===== config.mk =====
export PLATFORM = sky130hd
export DESIGN_NAME = prs_top
export DESIGN_NICKNAME = d
export VERILOG_FILES = /design/src/logic/prs_pkg.sv /design/src/logic/prs_top.sv
export VERILOG_INCLUDE_DIRS = /design/src /design/src/logic
export SDC_FILE = /design/constraint.sdc
export NUM_CORES = 1
export LEC_CHECK = 0
export ABC_AREA = 1
export BUFFER_PORTS_ARGS = -buffer_cell sky130_fd_sc_hd__buf_2
export CORE_AREA = 3 3 136 164
export DETAILED_ROUTE_END_ITERATION = 12
export DIE_AREA = 0 0 139 167
export PLACE_DENSITY = 0.8
export SETUP_SLACK_MARGIN = 0.2
export SLEW_MARGIN = 20
export SYNTH_ARGS = -nofsm -noshare
export SYNTH_HDL_FRONTEND = slang
export SYNTH_SLANG_ARGS = --single-unit

===== constraint.sdc =====
create_clock -name pclk -period 2.5 [get_ports pclk]
set_input_delay 0.25 -clock pclk [delete_from_list [all_inputs] [get_ports pclk]]
set_output_delay 0.25 -clock pclk [all_outputs]
set_load 0.03 [all_outputs]

===== src/logic/prs_cfg.svh =====
// Register map, field positions, reset values and timing counts for the reference switch
//
// Behaviour
// - Register 0x01A bit 5 puts input A, bit 6 input B, in CMOS mode
// - Differential receiver off when not selected or first PLL powered down
// - CMOS buffer off on PLL power-down, own power-down, or differential selected
// - Input B divider reuses A value unless 0x01C bit 7 is set
// - Each reference has its own integer divider, ratio 1 to 1023
// - Monitor judges divided references; its status drives switchover
// - Manual selection by software register or by the select pin
// - Automatic mode moves from A to B when A lost and B valid
// - Nonrevertive stays on B after A returns; back to A if B lost
// - Revertive returns to A as soon as A is present again
// - Both references absent puts the device in holdover
// - Holdover tristates the first charge pump by default
// - Holdover ends when a reference returns; first PLL resynchronises
// - 0x01C bit 6 forces charge pump to mid-supply during holdover
// - VCO band chosen by calibration started through register 0x0F3
// - Optional second-stage input doubler, enabled or bypassed
// - Feedback ratio is four times B plus A
// - B count 4 to 63, A count 0 to 3
// - VCO output divider ratios 4 through 11 only
`ifndef PRS_CFG_SVH
`define PRS_CFG_SVH

// Register indices; byte address is four times the index
`define PRS_IDX_REFCFG   10'h01a
`define PRS_IDX_MISC     10'h01c
`define PRS_IDX_VCOCTL   10'h0f3
`define PRS_IDX_RDIVA    10'h100
`define PRS_IDX_RDIVB    10'h101
`define PRS_IDX_SWCTL    10'h102
`define PRS_IDX_PLL2     10'h103
`define PRS_IDX_STATUS   10'h104

`define PRS_REFCFG_PDA   0
`define PRS_REFCFG_PDB   1
`define PRS_REFCFG_PLLPD 2
`define PRS_REFCFG_CMOSA 5
`define PRS_REFCFG_CMOSB 6
`define PRS_MISC_MIDCP   6
`define PRS_MISC_INDEPB  7
`define PRS_VCOCTL_CAL   1
`define PRS_SW_AUTO      0
`define PRS_SW_REVERT    1
`define PRS_SW_MANB      2
`define PRS_SW_USEPIN    3

`define PRS_RDIV_RST     10'h001
`define PRS_RDIV_MAX     10'h3ff
`define PRS_FB_PRESCALE  8'h04
`define PRS_FB_BMIN      6'h04
`define PRS_VDIV_MIN     4'h4
`define PRS_VDIV_MAX     4'hb
`define PRS_PLL2_RST     32'h0000_0410

`define PRS_CLK_MHZ      25
`define PRS_CAL_TIME_US  100
`define PRS_CAL_CYCLES   (`PRS_CAL_TIME_US * `PRS_CLK_MHZ)
`define PRS_MON_WINDOW   1024

`endif


===== src/logic/prs_pkg.sv =====
// Types shared by the reference switch design
package prs_pkg;
   typedef enum logic [1:0] {
      PRS_ON_A,
      PRS_ON_B,
      PRS_HOLD
   } prs_sw_state_t;
endpackage : prs_pkg


===== src/logic/prs_top.sv =====
// Reference select, dividers, monitor, switchover, holdover and second-stage settings
//
// Implementation choices: the address map and the APB slave port.
`timescale 1ns/1ps
`include "prs_cfg.svh"

module prs_top #(
   parameter int MON_WINDOW = `PRS_MON_WINDOW
) (
   input  wire logic                 pclk,
   input  wire logic                 presetn,
   input  wire logic                 psel,
   input  wire logic                 penable,
   input  wire logic                 pwrite,
   input  wire logic [11:0]          paddr,
   input  wire logic [31:0]          pwdata,
   output logic                      pready,
   output logic [31:0]               prdata,
   output logic                      pslverr,
   input  wire logic                 ref_input_a,
   input  wire logic                 ref_input_b,
   input  wire logic                 ref_sel,
   output logic                      ref_a_div_out,
   output logic                      ref_b_div_out,
   output logic                      ref_b_active,
   output logic                      holdover,
   output logic                      pll1_resync,
   output logic                      cp_tristate,
   output logic                      cp_midsupply,
   output logic                      diff_rx_pd,
   output logic                      cmos_a_pd,
   output logic                      cmos_b_pd,
   output logic                      cmos_a_mode,
   output logic                      cmos_b_mode,
   output logic                      doubler_en,
   output logic [7:0]                fb_ratio,
   output logic [3:0]                vco_div,
   output logic                      vco_cal_busy,
   output logic [3:0]                vco_band,
   output prs_pkg::prs_sw_state_t    sw_state
);
   import prs_pkg::*;

   localparam logic [15:0] CAL_CYC  = 16'(`PRS_CAL_CYCLES);
   localparam logic [15:0] MON_WIN  = 16'(MON_WINDOW);

   logic [7:0]  refcfg_q;
   logic [7:0]  misc_q;
   logic [7:0]  vcoctl_q;
   logic [9:0]  rdiva_q;
   logic [9:0]  rdivb_q;
   logic [3:0]  swctl_q;
   logic [31:0] pll2_q;
   logic        a_ok_q;
   logic        b_ok_q;

   // APB slave: answer one cycle after setup, so every transfer has no wait state
   logic [9:0]  idx;
   logic        mapped;
   logic        wr_en;
   logic [31:0] rd_d;

   assign idx   = paddr[11:2];
   assign wr_en = psel & penable & pready & pwrite & ~pslverr;

   always_comb begin
      mapped = 1'b1;
      rd_d   = 32'h0000_0000;
      case (idx)
         `PRS_IDX_REFCFG: rd_d = {24'h000000, refcfg_q};
         `PRS_IDX_MISC:   rd_d = {24'h000000, misc_q};
         `PRS_IDX_VCOCTL: rd_d = {24'h000000, vcoctl_q};
         `PRS_IDX_RDIVA:  rd_d = {22'h000000, rdiva_q};
         `PRS_IDX_RDIVB:  rd_d = {22'h000000, rdivb_q};
         `PRS_IDX_SWCTL:  rd_d = {28'h0000000, swctl_q};
         `PRS_IDX_PLL2:   rd_d = pll2_q;
         `PRS_IDX_STATUS: rd_d = {16'h0000, vco_band, 3'h0, vco_cal_busy,
                                  1'b0, holdover, ref_b_active, a_ok_q, b_ok_q,
                                  1'b0, sw_state};
         default:         mapped = 1'b0;
      endcase
   end

   always_ff @(posedge pclk or negedge presetn) begin
      if (!presetn) begin
         pready  <= 1'b0;
         pslverr <= 1'b0;
         prdata  <= 32'h0000_0000;
      end else begin
         pready  <= psel & ~penable;
         pslverr <= psel & ~penable & ~mapped;
         if (psel && !penable) begin
            prdata <= (mapped && !pwrite) ? rd_d : 32'h0000_0000;
         end
      end
   end

   always_ff @(posedge pclk or negedge presetn) begin
      if (!presetn) begin
         refcfg_q <= 8'h00;
         misc_q   <= 8'h00;
         vcoctl_q <= 8'h00;
         rdiva_q  <= `PRS_RDIV_RST;
         rdivb_q  <= `PRS_RDIV_RST;
         swctl_q  <= 4'h0;
         pll2_q   <= `PRS_PLL2_RST;
      end else if (wr_en) begin
         case (idx)
            `PRS_IDX_REFCFG: refcfg_q <= pwdata[7:0];
            `PRS_IDX_MISC:   misc_q   <= pwdata[7:0];
            `PRS_IDX_VCOCTL: vcoctl_q <= pwdata[7:0];
            `PRS_IDX_RDIVA:  rdiva_q  <= pwdata[9:0];
            `PRS_IDX_RDIVB:  rdivb_q  <= pwdata[9:0];
            `PRS_IDX_SWCTL:  swctl_q  <= pwdata[3:0];
            `PRS_IDX_PLL2:   pll2_q   <= pwdata;
            default: ;
         endcase
      end
   end

   // Receiver power and input type
   logic pll1_pd;
   logic cmos_sel_a;
   logic cmos_sel_b;
   assign pll1_pd    = refcfg_q[`PRS_REFCFG_PLLPD];
   assign cmos_sel_a = refcfg_q[`PRS_REFCFG_CMOSA];
   assign cmos_sel_b = refcfg_q[`PRS_REFCFG_CMOSB];

   always_ff @(posedge pclk or negedge presetn) begin
      if (!presetn) begin
         diff_rx_pd  <= 1'b1;
         cmos_a_pd   <= 1'b1;
         cmos_b_pd   <= 1'b1;
         cmos_a_mode <= 1'b0;
         cmos_b_mode <= 1'b0;
      end else begin
         cmos_a_mode <= cmos_sel_a;
         cmos_b_mode <= cmos_sel_b;
         // Shared receiver stays up while the first PLL is up and either input still runs differential
         diff_rx_pd  <= pll1_pd | (cmos_sel_a & cmos_sel_b);
         cmos_a_pd   <= pll1_pd | refcfg_q[`PRS_REFCFG_PDA] | ~cmos_sel_a;
         cmos_b_pd   <= pll1_pd | refcfg_q[`PRS_REFCFG_PDB] | ~cmos_sel_b;
      end
   end

   // Per-input dividers and monitors
   logic [9:0] div_val [2];
   logic [1:0] ref_in;
   logic [1:0] div_pulse;
   logic [1:0] ok_q;

   assign ref_in     = {ref_input_b, ref_input_a};
   assign div_val[0] = rdiva_q;
   assign div_val[1] = misc_q[`PRS_MISC_INDEPB] ? rdivb_q : rdiva_q;
   assign a_ok_q     = ok_q[0];
   assign b_ok_q     = ok_q[1];

   genvar g;
   generate
      for (g = 0; g < 2; g++) begin : g_ref
         logic       prev_q;
         logic [9:0] cnt_q;
         logic       pulse_q;
         logic [15:0] idle_q;
         logic [9:0] lim;
         // A ratio of zero is taken as one so the divider never stalls
         assign lim = (div_val[g] == 10'h000) ? 10'h000 : div_val[g] - 10'h001;
         assign div_pulse[g] = pulse_q;

         always_ff @(posedge pclk or negedge presetn) begin
            if (!presetn) begin
               prev_q  <= 1'b0;
               cnt_q   <= 10'h000;
               pulse_q <= 1'b0;
            end else begin
               prev_q  <= ref_in[g];
               pulse_q <= 1'b0;
               if (ref_in[g] && !prev_q) begin
                  if (cnt_q >= lim) begin
                     cnt_q   <= 10'h000;
                     pulse_q <= 1'b1;
                  end else begin
                     cnt_q <= cnt_q + 10'h001;
                  end
               end
            end
         end

         always_ff @(posedge pclk or negedge presetn) begin
            if (!presetn) begin
               idle_q  <= 16'h0000;
               ok_q[g] <= 1'b0;
            end else if (pulse_q) begin
               idle_q  <= 16'h0000;
               ok_q[g] <= ~pll1_pd;
            end else if (idle_q >= MON_WIN - 16'h0001) begin
               ok_q[g] <= 1'b0;
            end else begin
               idle_q <= idle_q + 16'h0001;
            end
         end
      end
   endgenerate

   always_ff @(posedge pclk or negedge presetn) begin
      if (!presetn) begin
         ref_a_div_out <= 1'b0;
         ref_b_div_out <= 1'b0;
      end else begin
         ref_a_div_out <= div_pulse[0];
         ref_b_div_out <= div_pulse[1];
      end
   end

   // Switchover
   logic auto_mode;
   logic revert;
   logic man_b;
   prs_sw_state_t nxt;

   assign auto_mode = swctl_q[`PRS_SW_AUTO];
   assign revert    = swctl_q[`PRS_SW_REVERT];
   assign man_b     = swctl_q[`PRS_SW_USEPIN] ? ref_sel : swctl_q[`PRS_SW_MANB];

   always_comb begin
      nxt = sw_state;
      if (!a_ok_q && !b_ok_q) begin
         nxt = PRS_HOLD;
      end else if (!auto_mode) begin
         nxt = man_b ? PRS_ON_B : PRS_ON_A;
      end else begin
         case (sw_state)
            PRS_ON_A: begin
               if (!a_ok_q && b_ok_q) nxt = PRS_ON_B;
            end
            PRS_ON_B: begin
               if (!b_ok_q && a_ok_q) nxt = PRS_ON_A;
               else if (revert && a_ok_q) nxt = PRS_ON_A;
            end
            PRS_HOLD: nxt = a_ok_q ? PRS_ON_A : PRS_ON_B;
            default:  nxt = PRS_ON_A;
         endcase
      end
   end

   always_ff @(posedge pclk or negedge presetn) begin
      if (!presetn) begin
         sw_state     <= PRS_HOLD;
         ref_b_active <= 1'b0;
         holdover     <= 1'b1;
         pll1_resync  <= 1'b0;
         cp_tristate  <= 1'b1;
         cp_midsupply <= 1'b0;
      end else begin
         sw_state     <= nxt;
         ref_b_active <= (nxt == PRS_ON_B);
         holdover     <= (nxt == PRS_HOLD);
         pll1_resync  <= (sw_state == PRS_HOLD) && (nxt != PRS_HOLD);
         cp_tristate  <= (nxt == PRS_HOLD) && !misc_q[`PRS_MISC_MIDCP];
         cp_midsupply <= (nxt == PRS_HOLD) && misc_q[`PRS_MISC_MIDCP];
      end
   end

   // Second stage settings
   logic [5:0] b_cnt;
   logic [1:0] a_cnt;
   logic [3:0] vd_raw;
   assign b_cnt  = (pll2_q[5:0] < `PRS_FB_BMIN) ? `PRS_FB_BMIN : pll2_q[5:0];
   assign a_cnt  = pll2_q[9:8];
   assign vd_raw = pll2_q[15:12];

   always_ff @(posedge pclk or negedge presetn) begin
      if (!presetn) begin
         doubler_en <= 1'b0;
         fb_ratio   <= 8'h10;
         vco_div    <= `PRS_VDIV_MIN;
      end else begin
         // Keeping the doubled rate under the detector limit is left to software
         doubler_en <= pll2_q[16];
         fb_ratio   <= 8'(`PRS_FB_PRESCALE * {2'b00, b_cnt}) + {6'h00, a_cnt};
         if (vd_raw < `PRS_VDIV_MIN)      vco_div <= `PRS_VDIV_MIN;
         else if (vd_raw > `PRS_VDIV_MAX) vco_div <= `PRS_VDIV_MAX;
         else                             vco_div <= vd_raw;
      end
   end

   // Calibration starts only on a 0 to 1 change of the calibrate bit
   logic        cal_prev_q;
   logic [15:0] cal_cnt_q;
   always_ff @(posedge pclk or negedge presetn) begin
      if (!presetn) begin
         cal_prev_q   <= 1'b0;
         cal_cnt_q    <= 16'h0000;
         vco_cal_busy <= 1'b0;
         vco_band     <= 4'h0;
      end else begin
         cal_prev_q <= vcoctl_q[`PRS_VCOCTL_CAL];
         if (vcoctl_q[`PRS_VCOCTL_CAL] && !cal_prev_q && !vco_cal_busy) begin
            vco_cal_busy <= 1'b1;
            cal_cnt_q    <= CAL_CYC - 16'h0001;
         end else if (vco_cal_busy) begin
            if (cal_cnt_q == 16'h0000) begin
               vco_cal_busy <= 1'b0;
               vco_band     <= fb_ratio[7:4];
            end else begin
               cal_cnt_q <= cal_cnt_q - 16'h0001;
            end
         end
      end
   end

endmodule : prs_top


==> results of run 1 <==
-- cells by family (layout without fill, tap and decap cells) --
family	count (synthesis)	after routing	share of synthesized area
compound gates	175	175	0.08773
xor+xnor	19	19	0.01523
fa+ha+maj	29	29	0.03322
buf+inv	178	398	0.06574
flops	221	221	0.5076
mux	19	19	0.01959
simple gates	669	670	0.2709
-- state kept, by name, summed over array words and instances (netlist names), 2 cells and up --
name and flops:
pll2_q 32, rdivb_q 10, cal_cnt_q 16, rdiva_q 10, g_ref.idle_q 32, vco_div 4
g_ref.cnt_q 20, fb_ratio 8, swctl_q 4, vcoctl_q 8, prdata 32, g_ref.pulse_q 2
refcfg_q 8, misc_q 8, sw_state 2, g_ref.prev_q 2, vco_band 4
-- where the power goes --
group / internal, W / leakage (nW) / switching (W) / total, W
combinational: 0.000231 / 3.67 / 0.000444 / 0.000675
sequential: 0.00369 / 2.98 / 0.000109 / 0.00380
clock: 0.00192 / 0.363 / 0.00145 / 0.00337
-- layout make-up --
class | instances | area [µm²] | share of cell area
well taps | 270 | 337.8 | 0.02457
multi-input cells | 912 | 5122 | 0.3725
clock inverters | 11 | 92.59 | 0.006733
inverters | 142 | 538.0 | 0.03912
clock buffers | 31 | 645.6 | 0.04695
flip-flops and latches | 221 | 5545 | 0.4032
repair buffers | 214 | 1470 | 0.1069
-- how the worst max path moves through the flow --
stage | start | endpoint | slack (ps)
2_1_floorplan | misc_q[7] | g_ref[1].cnt_q[3] | 110
3_3_place_gp | misc_q[7] | g_ref[1].cnt_q[3] | -80
3_5_place_dp | misc_q[7] | g_ref[1].cnt_q[6] | -190
4_1_cts | misc_q[7] | g_ref[1].cnt_q[5] | -9
5_1_grt | misc_q[7] | g_ref[1].cnt_q[6] | -330
6_report | misc_q[7] | g_ref[1].cnt_q[6] | -170
-- cells in the final DEF (no fill, tap or decap), drive strengths merged, types with 27 or more instances in the layout --
master,instances
buf,191
dfrtp,209
ha,29
clkbuf,31
nand2,323
nand3,125
a21oi,36
o21ai,119
inv,143
nor2,158
nor3,27
-- worst max-delay path, delay by kind of cell, from the launching register on --
kind / cells / cell delay (ps)
AOI/OAI and AO/OA: 3 / 280
adders and majority gates: 2 / 410
and+or+nand+nor: 10 / 1410
buffers and inverters: 1 / 90
DFF: 1 / 390
-- metal layers --
metal,up-vias,global-route usage,share of wire
met5,-,0,0
met4,0,0.09064,0.038
met1,4724,0.3004,0.39
met2,349,0.4223,0.51
li1,4673,-,-
met3,91,0.03705,0.063
-- repair_timing --
| action | CTS | global route |
|---|---|---|
| pin swaps | 32 | 29 |
| hold buffers | 23 | 0 |
| setup buffers | 10 | 8 |
| gates cloned | 1 | 0 |
| hold endpoints to repair | 85 | 0 |
| gates resized for setup | 74 | 44 |
| setup endpoints to repair | 22 | 22 |
-- metrics by stage --
step                      worst slack, ps  cell area (µm²)  utilization  setup TNS (ps)  hold WS (ps)
final                              -174.3            13750       0.6580           -1525         2.220
after global routing               -331.7            13750       0.6580           -4359         18.14
after CTS                          -9.189            13520       0.6469          -24.90         4.244
after detailed placement           -190.7            12170       0.5821           -2193         263.2
after global placement             -78.10            12170       0.5821          -562.8         255.7
after floorplan                     105.5            10970            -               0        -45.59
==> flow_summary_export.csv, run 1 <==
group,metric,value,unit
die,ioPinCount,118,
yosys,yosysMostFrequentCell,"nand2_1",
worst_setup_path,cpMaxStageDelayCell,"dfrtp_1",
yosys,ys_top_cells_by_area,"dfrtp_1, nand2_1, nand3_1, nor2_1, o21ai_0",
clocking,cts_sinks,221,
timing,setup_viol_count_final,13,
route,vias,9837,
yosys,synth_edf_count,0,
placed_design,dp_hpwl,19410,µm
pwr,p_total,0.007849,W
die,design.die.area,23210,µm²
placed_design,gp_congestion,0.9409,
worst_setup_path,endpoint_kind,"register",
yosys,avgSynthCellArea,8.339,µm²
hold_path,min-delay-start,"pwdata[13]",
yosys,synth-main-ff-cell,"dfrtp_1",
yosys,synthTopCellsByCount,"nand2_1, dfrtp_1, nor2_1",
route,via_per_inst,5.462,
die,core-area,20900,µm²
yosys,netlist.area_leader.share,0.4788,
clocking,cts_max_path_buffers,3,
yosys,synthArstFlopShare,1.000,
clocking,insertion_delay,520,ps
die,die_y,167,µm
yosys,seq_area_frac_synth,0.5076,
worst_setup_path,crit_required,2940,ps
route,wire_per_inst,15.93,µm
pwr,power_density,570.7,nW/µm²
clocking,ctsHtreeMaxLevel,1,
run,maxCapViolations,0,
hold_path,hold_path.class,"input pin to register",
pwr,leakage,7.008,nW
route,detail-route-antenna-nets,0,
finish,area_growth,25.88,%
timing,slew_violations,0,
route,drc,0,
global_route,grt_start_max_net_pins,75,
hold_path,min_delay_worst_endpoint,"pll2_q[13]",
route,firstDrtPassIters,5,
run_status,failed_checks,"negative setup slack",
finish,nets,1595,
yosys,synth_fp_nets,1391,
worst_setup_path,crit_chain,"inv_2, or2_4, o21ai_4, ha_2, nand2_1, nor2_4, nand3_4, nand3_4, ha_4, a21oi_1, nor2_1, nor2_2, o21ai_4, nor2_4, nor2_4, nor3_2",
global_route,antenna_found_initial,0,
finish,fill_cells,1605,
timing,rsz0062_at_grt,"true",
timing,period_share,1.070,
timing,hold_violations,0,
worst_setup_path,path_class,"register to register",
finish,n_antenna_cell,0,
route,wl,28690,µm
worst_setup_path,r2r_start,"misc_q[7]",
finish,layout.cells.non_filler,1801,
hold_path,worstHoldPathCells,3,
yosys,yosys_warnings,0,
clocking,cts_inserted_buffers,23,
clocking,cts_root_buffer,"clkbuf_16",
placed_design,post-place-cells,1717,
timing,fin_crit,2674,ps
yosys,synth-seq-cells,221,
die,fp.dieW,139,µm
run_status,status,"finished with violations",
yosys,syn_inst,1310,
timing,setup_slack,-174.3,ps
pwr,vdd_drop_max,0.5373,mV
timing,worstMarginPinSlew,643.8,ps
clocking,clk_pin_slew,60,ps
yosys,synth_top_area_cell,"dfrtp_1",
timing,fmax,0.3739,GHz
timing,maxSlewHeadroom,0.5697,
die,start_util,0.5227,
yosys,synth.distinct_cells,43,
route,first_iter_violations,855,
worst_setup_path,cp_max_fo,8,
worst_setup_path,cp-start-kind,"register",
worst_setup_path,critPathMostFrequentCell,"nor2_4",
timing,fin_skew,10.51,ps
worst_setup_path,critPathMaxStageDelay,390,ps
worst_setup_path,arrival,3110,ps
worst_setup_path,reg2reg_depth,16,
global_route,grt_pass1_wl,46850,µm
worst_setup_path,reg2reg_slack,-170,ps
clocking,cts_tree,"done",
global_route,globalRouteOverflowTotal,0,
yosys,synth_area,10920,µm²
placed_design,portBuffers,115,
global_route,grt_pass1_vias,9737,
die,placementRows,58,
worst_setup_path,r2r-end,"g_ref[1].cnt_q[6]",
global_route,track_usage,0.2406,
finish,drive_above_1_share,0.2573,
No activity file was read; power rests on OpenSTA's default activity.
==> run 2, diff against run 1 <==
CORE_AREA = 3 3 139 168   (was 3 3 136 164)
DIE_AREA = 0 0 142 171   (was 0 0 139 167)
PLACE_DENSITY = 0.77   (was 0.8)
==> run 2 against run 1 <==
  * Clock skew grew 3.0 ps
  * Flip-flop and latch count did not move
  * Count of clock-buffer cells in the layout up 2
  * Maximum frequency is 0.48% higher
  * Routed wire length decreased by 0.35%
  * Combinational power decreased by 0.7%
  * The run still ends with negative setup slack left
  * Critical endpoint is now g_ref[1].cnt_q[9]
  * Clock power is 6% higher
  * Cell count is 0.28% higher
  * Highest routed layer unchanged
  * Sequential power is essentially flat
  * Hold slack improved by 16 ps
==> flow_summary_export.csv, run 2 (synthesized netlist as in run 1, its figures left out) <==
group,metric,value,unit
global_route,track_usage,0.2249,
global_route,globalRouteOverflowTotal,0,
timing,maxSlewHeadroom,0.5404,
timing,fin_skew,13.51,ps
route,detail-route-antenna-nets,0,
finish,layout_commonest_cell,"nand2_1",
timing,rsz0062_at_grt,"true",
global_route,grt_start_max_net_pins,71,
die,start_util,0.5016,
finish,area_growth,27.02,%
finish,final_cell_mix,"nand2_1, dfrtp_1, inv_1, nor2_1, buf_2",
global_route,antenna_found_initial,0,
finish,n_antenna_cell,0,
die,core-area,21780,µm²
die,die_y,171,µm
placed_design,portBuffers,115,
clocking,cts_root_buffer,"clkbuf_16",
hold_path,hold_path.class,"input pin to register",
clocking,clk_pin_slew,70,ps
timing,setup_viol_count_final,11,
placed_design,gp_congestion,0.9475,
worst_setup_path,endpoint_kind,"register",
clocking,cts_tree,"done",
die,fp.dieW,142,µm
pwr,leakage,7.021,nW
placed_design,dp_hpwl,19070,µm
timing,slew_violations,0,
die,design.die.area,24280,µm²
pwr,vdd_drop_max,0.5776,mV
finish,nets,1596,
global_route,grt_pass1_wl,45360,µm
run_status,status,"finished with violations",
worst_setup_path,crit_required,2900,ps
worst_setup_path,path_class,"register to register",
route,vias,9836,
timing,worstMarginPinSlew,687.7,ps
timing,fmax,0.3757,GHz
clocking,ctsHtreeMaxLevel,1,
pwr,power_density,579.2,nW/µm²
route,first_iter_violations,807,
worst_setup_path,arrival,3060,ps
placed_design,post-place-cells,1717,
timing,holdWs,18.41,ps
run_status,failed_checks,"negative setup slack",
timing,fin_crit,2662,ps
timing,hold_violations,0,
route,wl,28590,µm
finish,layout.cells.non_filler,1806,
clocking,cts_max_path_buffers,3,
finish,drive_above_1_share,0.2604,
worst_setup_path,cp-start-kind,"register",
route,wire_per_inst,15.83,µm
worst_setup_path,reg2reg_slack,-160,ps
die,placementRows,59,
finish,fill_cells,1668,
die,ioPinCount,118,
route,via_per_inst,5.446,
route,firstDrtPassIters,6,
run,maxCapViolations,0,
timing,setup_slack,-161.6,ps
timing,period_share,1.065,
global_route,grt_pass1_vias,9273,
placed_design,place_area,12150,µm²
worst_setup_path,cp_max_fo,8,
finish,largestRegisters,"g_ref.idle_q x32, pll2_q x32, prdata x32",
clocking,insertion_delay,510,ps
clocking,cts_inserted_buffers,24,
route,drc,0,
finish,fin_area,13880,µm²
clocking,cts_sinks,221,
## run 2: worst max-delay path, stage by stage (launching register included)
cell	delay, ps
dfrtp_2	470
buf_6	160
nand2_1	70
o21ai_2	80
nor2_1	190
inv_1	100
nor3_2	170
nand2_2	80
nand2_2	60
nand3_2	90
ha_4	290
nand2_2	60
nor2_2	130
nand2_1	80
o21ai_2	180
nor2_4	80
nor2_4	200
nor2_1	70
## run 2: through the flow
| step | setup TNS (ps) | setup WS, ps | utilization | total power (W) |
|---|---|---|---|---|
| floorplan | 0 | 105.5 | - | 0.004199 |
| global placement | -976.1 | -99.86 | 0.5581 | 0.004437 |
| detailed placement | -1934 | -202.1 | 0.5581 | 0.004470 |
| CTS | -249.0 | -44.40 | 0.6186 | 0.008081 |
| global route | -3755 | -376.0 | 0.6372 | 0.008355 |
| finish | -1428 | -161.6 | 0.6372 | 0.008036 |
## run 2: final timing paths
kind,from,to,cells past startpoint
worst max-delay path,misc_q[7],g_ref[1].cnt_q[9],17
worst min-delay path,pwdata[14],pll2_q[14],3
min in group asynchronous,presetn,g_ref[0].cnt_q[2],2
worst min register to register,pll2_q[16],doubler_en,0
worst max register to register,misc_q[7],g_ref[1].cnt_q[9],17
max in group asynchronous,presetn,holdover,3
## run 2: power by group
group	total (W)	internal (W)	leakage [nW]	switching, W
Clock	0.00357	0.00213	0.392	0.00144
Combinational	0.000670	0.000229	3.65	0.000441
Sequential	0.00380	0.00369	2.98	0.000105
## run 2: repair_timing
action	in CTS	in global routing
hold endpoints to repair	85	0
buffers inserted	8	12
setup endpoints to repair	22	22
gates resized for setup	54	72
hold buffers	24	0
cloned	1	1
pin swaps	25	20
## run 2: area by class of cell
cell class	instances	area, µm²	share of cell area
Timing Repair inverter	1	7.507	0.0005410
Clock inverter	10	123.9	0.008927
Clock buffer	33	684.4	0.04932
Tap cell	274	342.8	0.02471
Inverter	142	545.5	0.03931
Multi-Input combinational cell	912	5167	0.3724
Sequential cell	221	5547	0.3997
Timing Repair Buffer	213	1458	0.1050
## run 2: metal layers
layer / wire (µm) / GRT usage / up-vias / share of wire
met5: 0 / 0 / - / 0
met4: 952 / 0.07679 / 0 / 0.033
met3: 1549 / 0.02796 / 93 / 0.054
met2: 14580 / 0.3861 / 376 / 0.51
met1: 11500 / 0.2952 / 4696 / 0.40
li1: - / - / 4671 / -
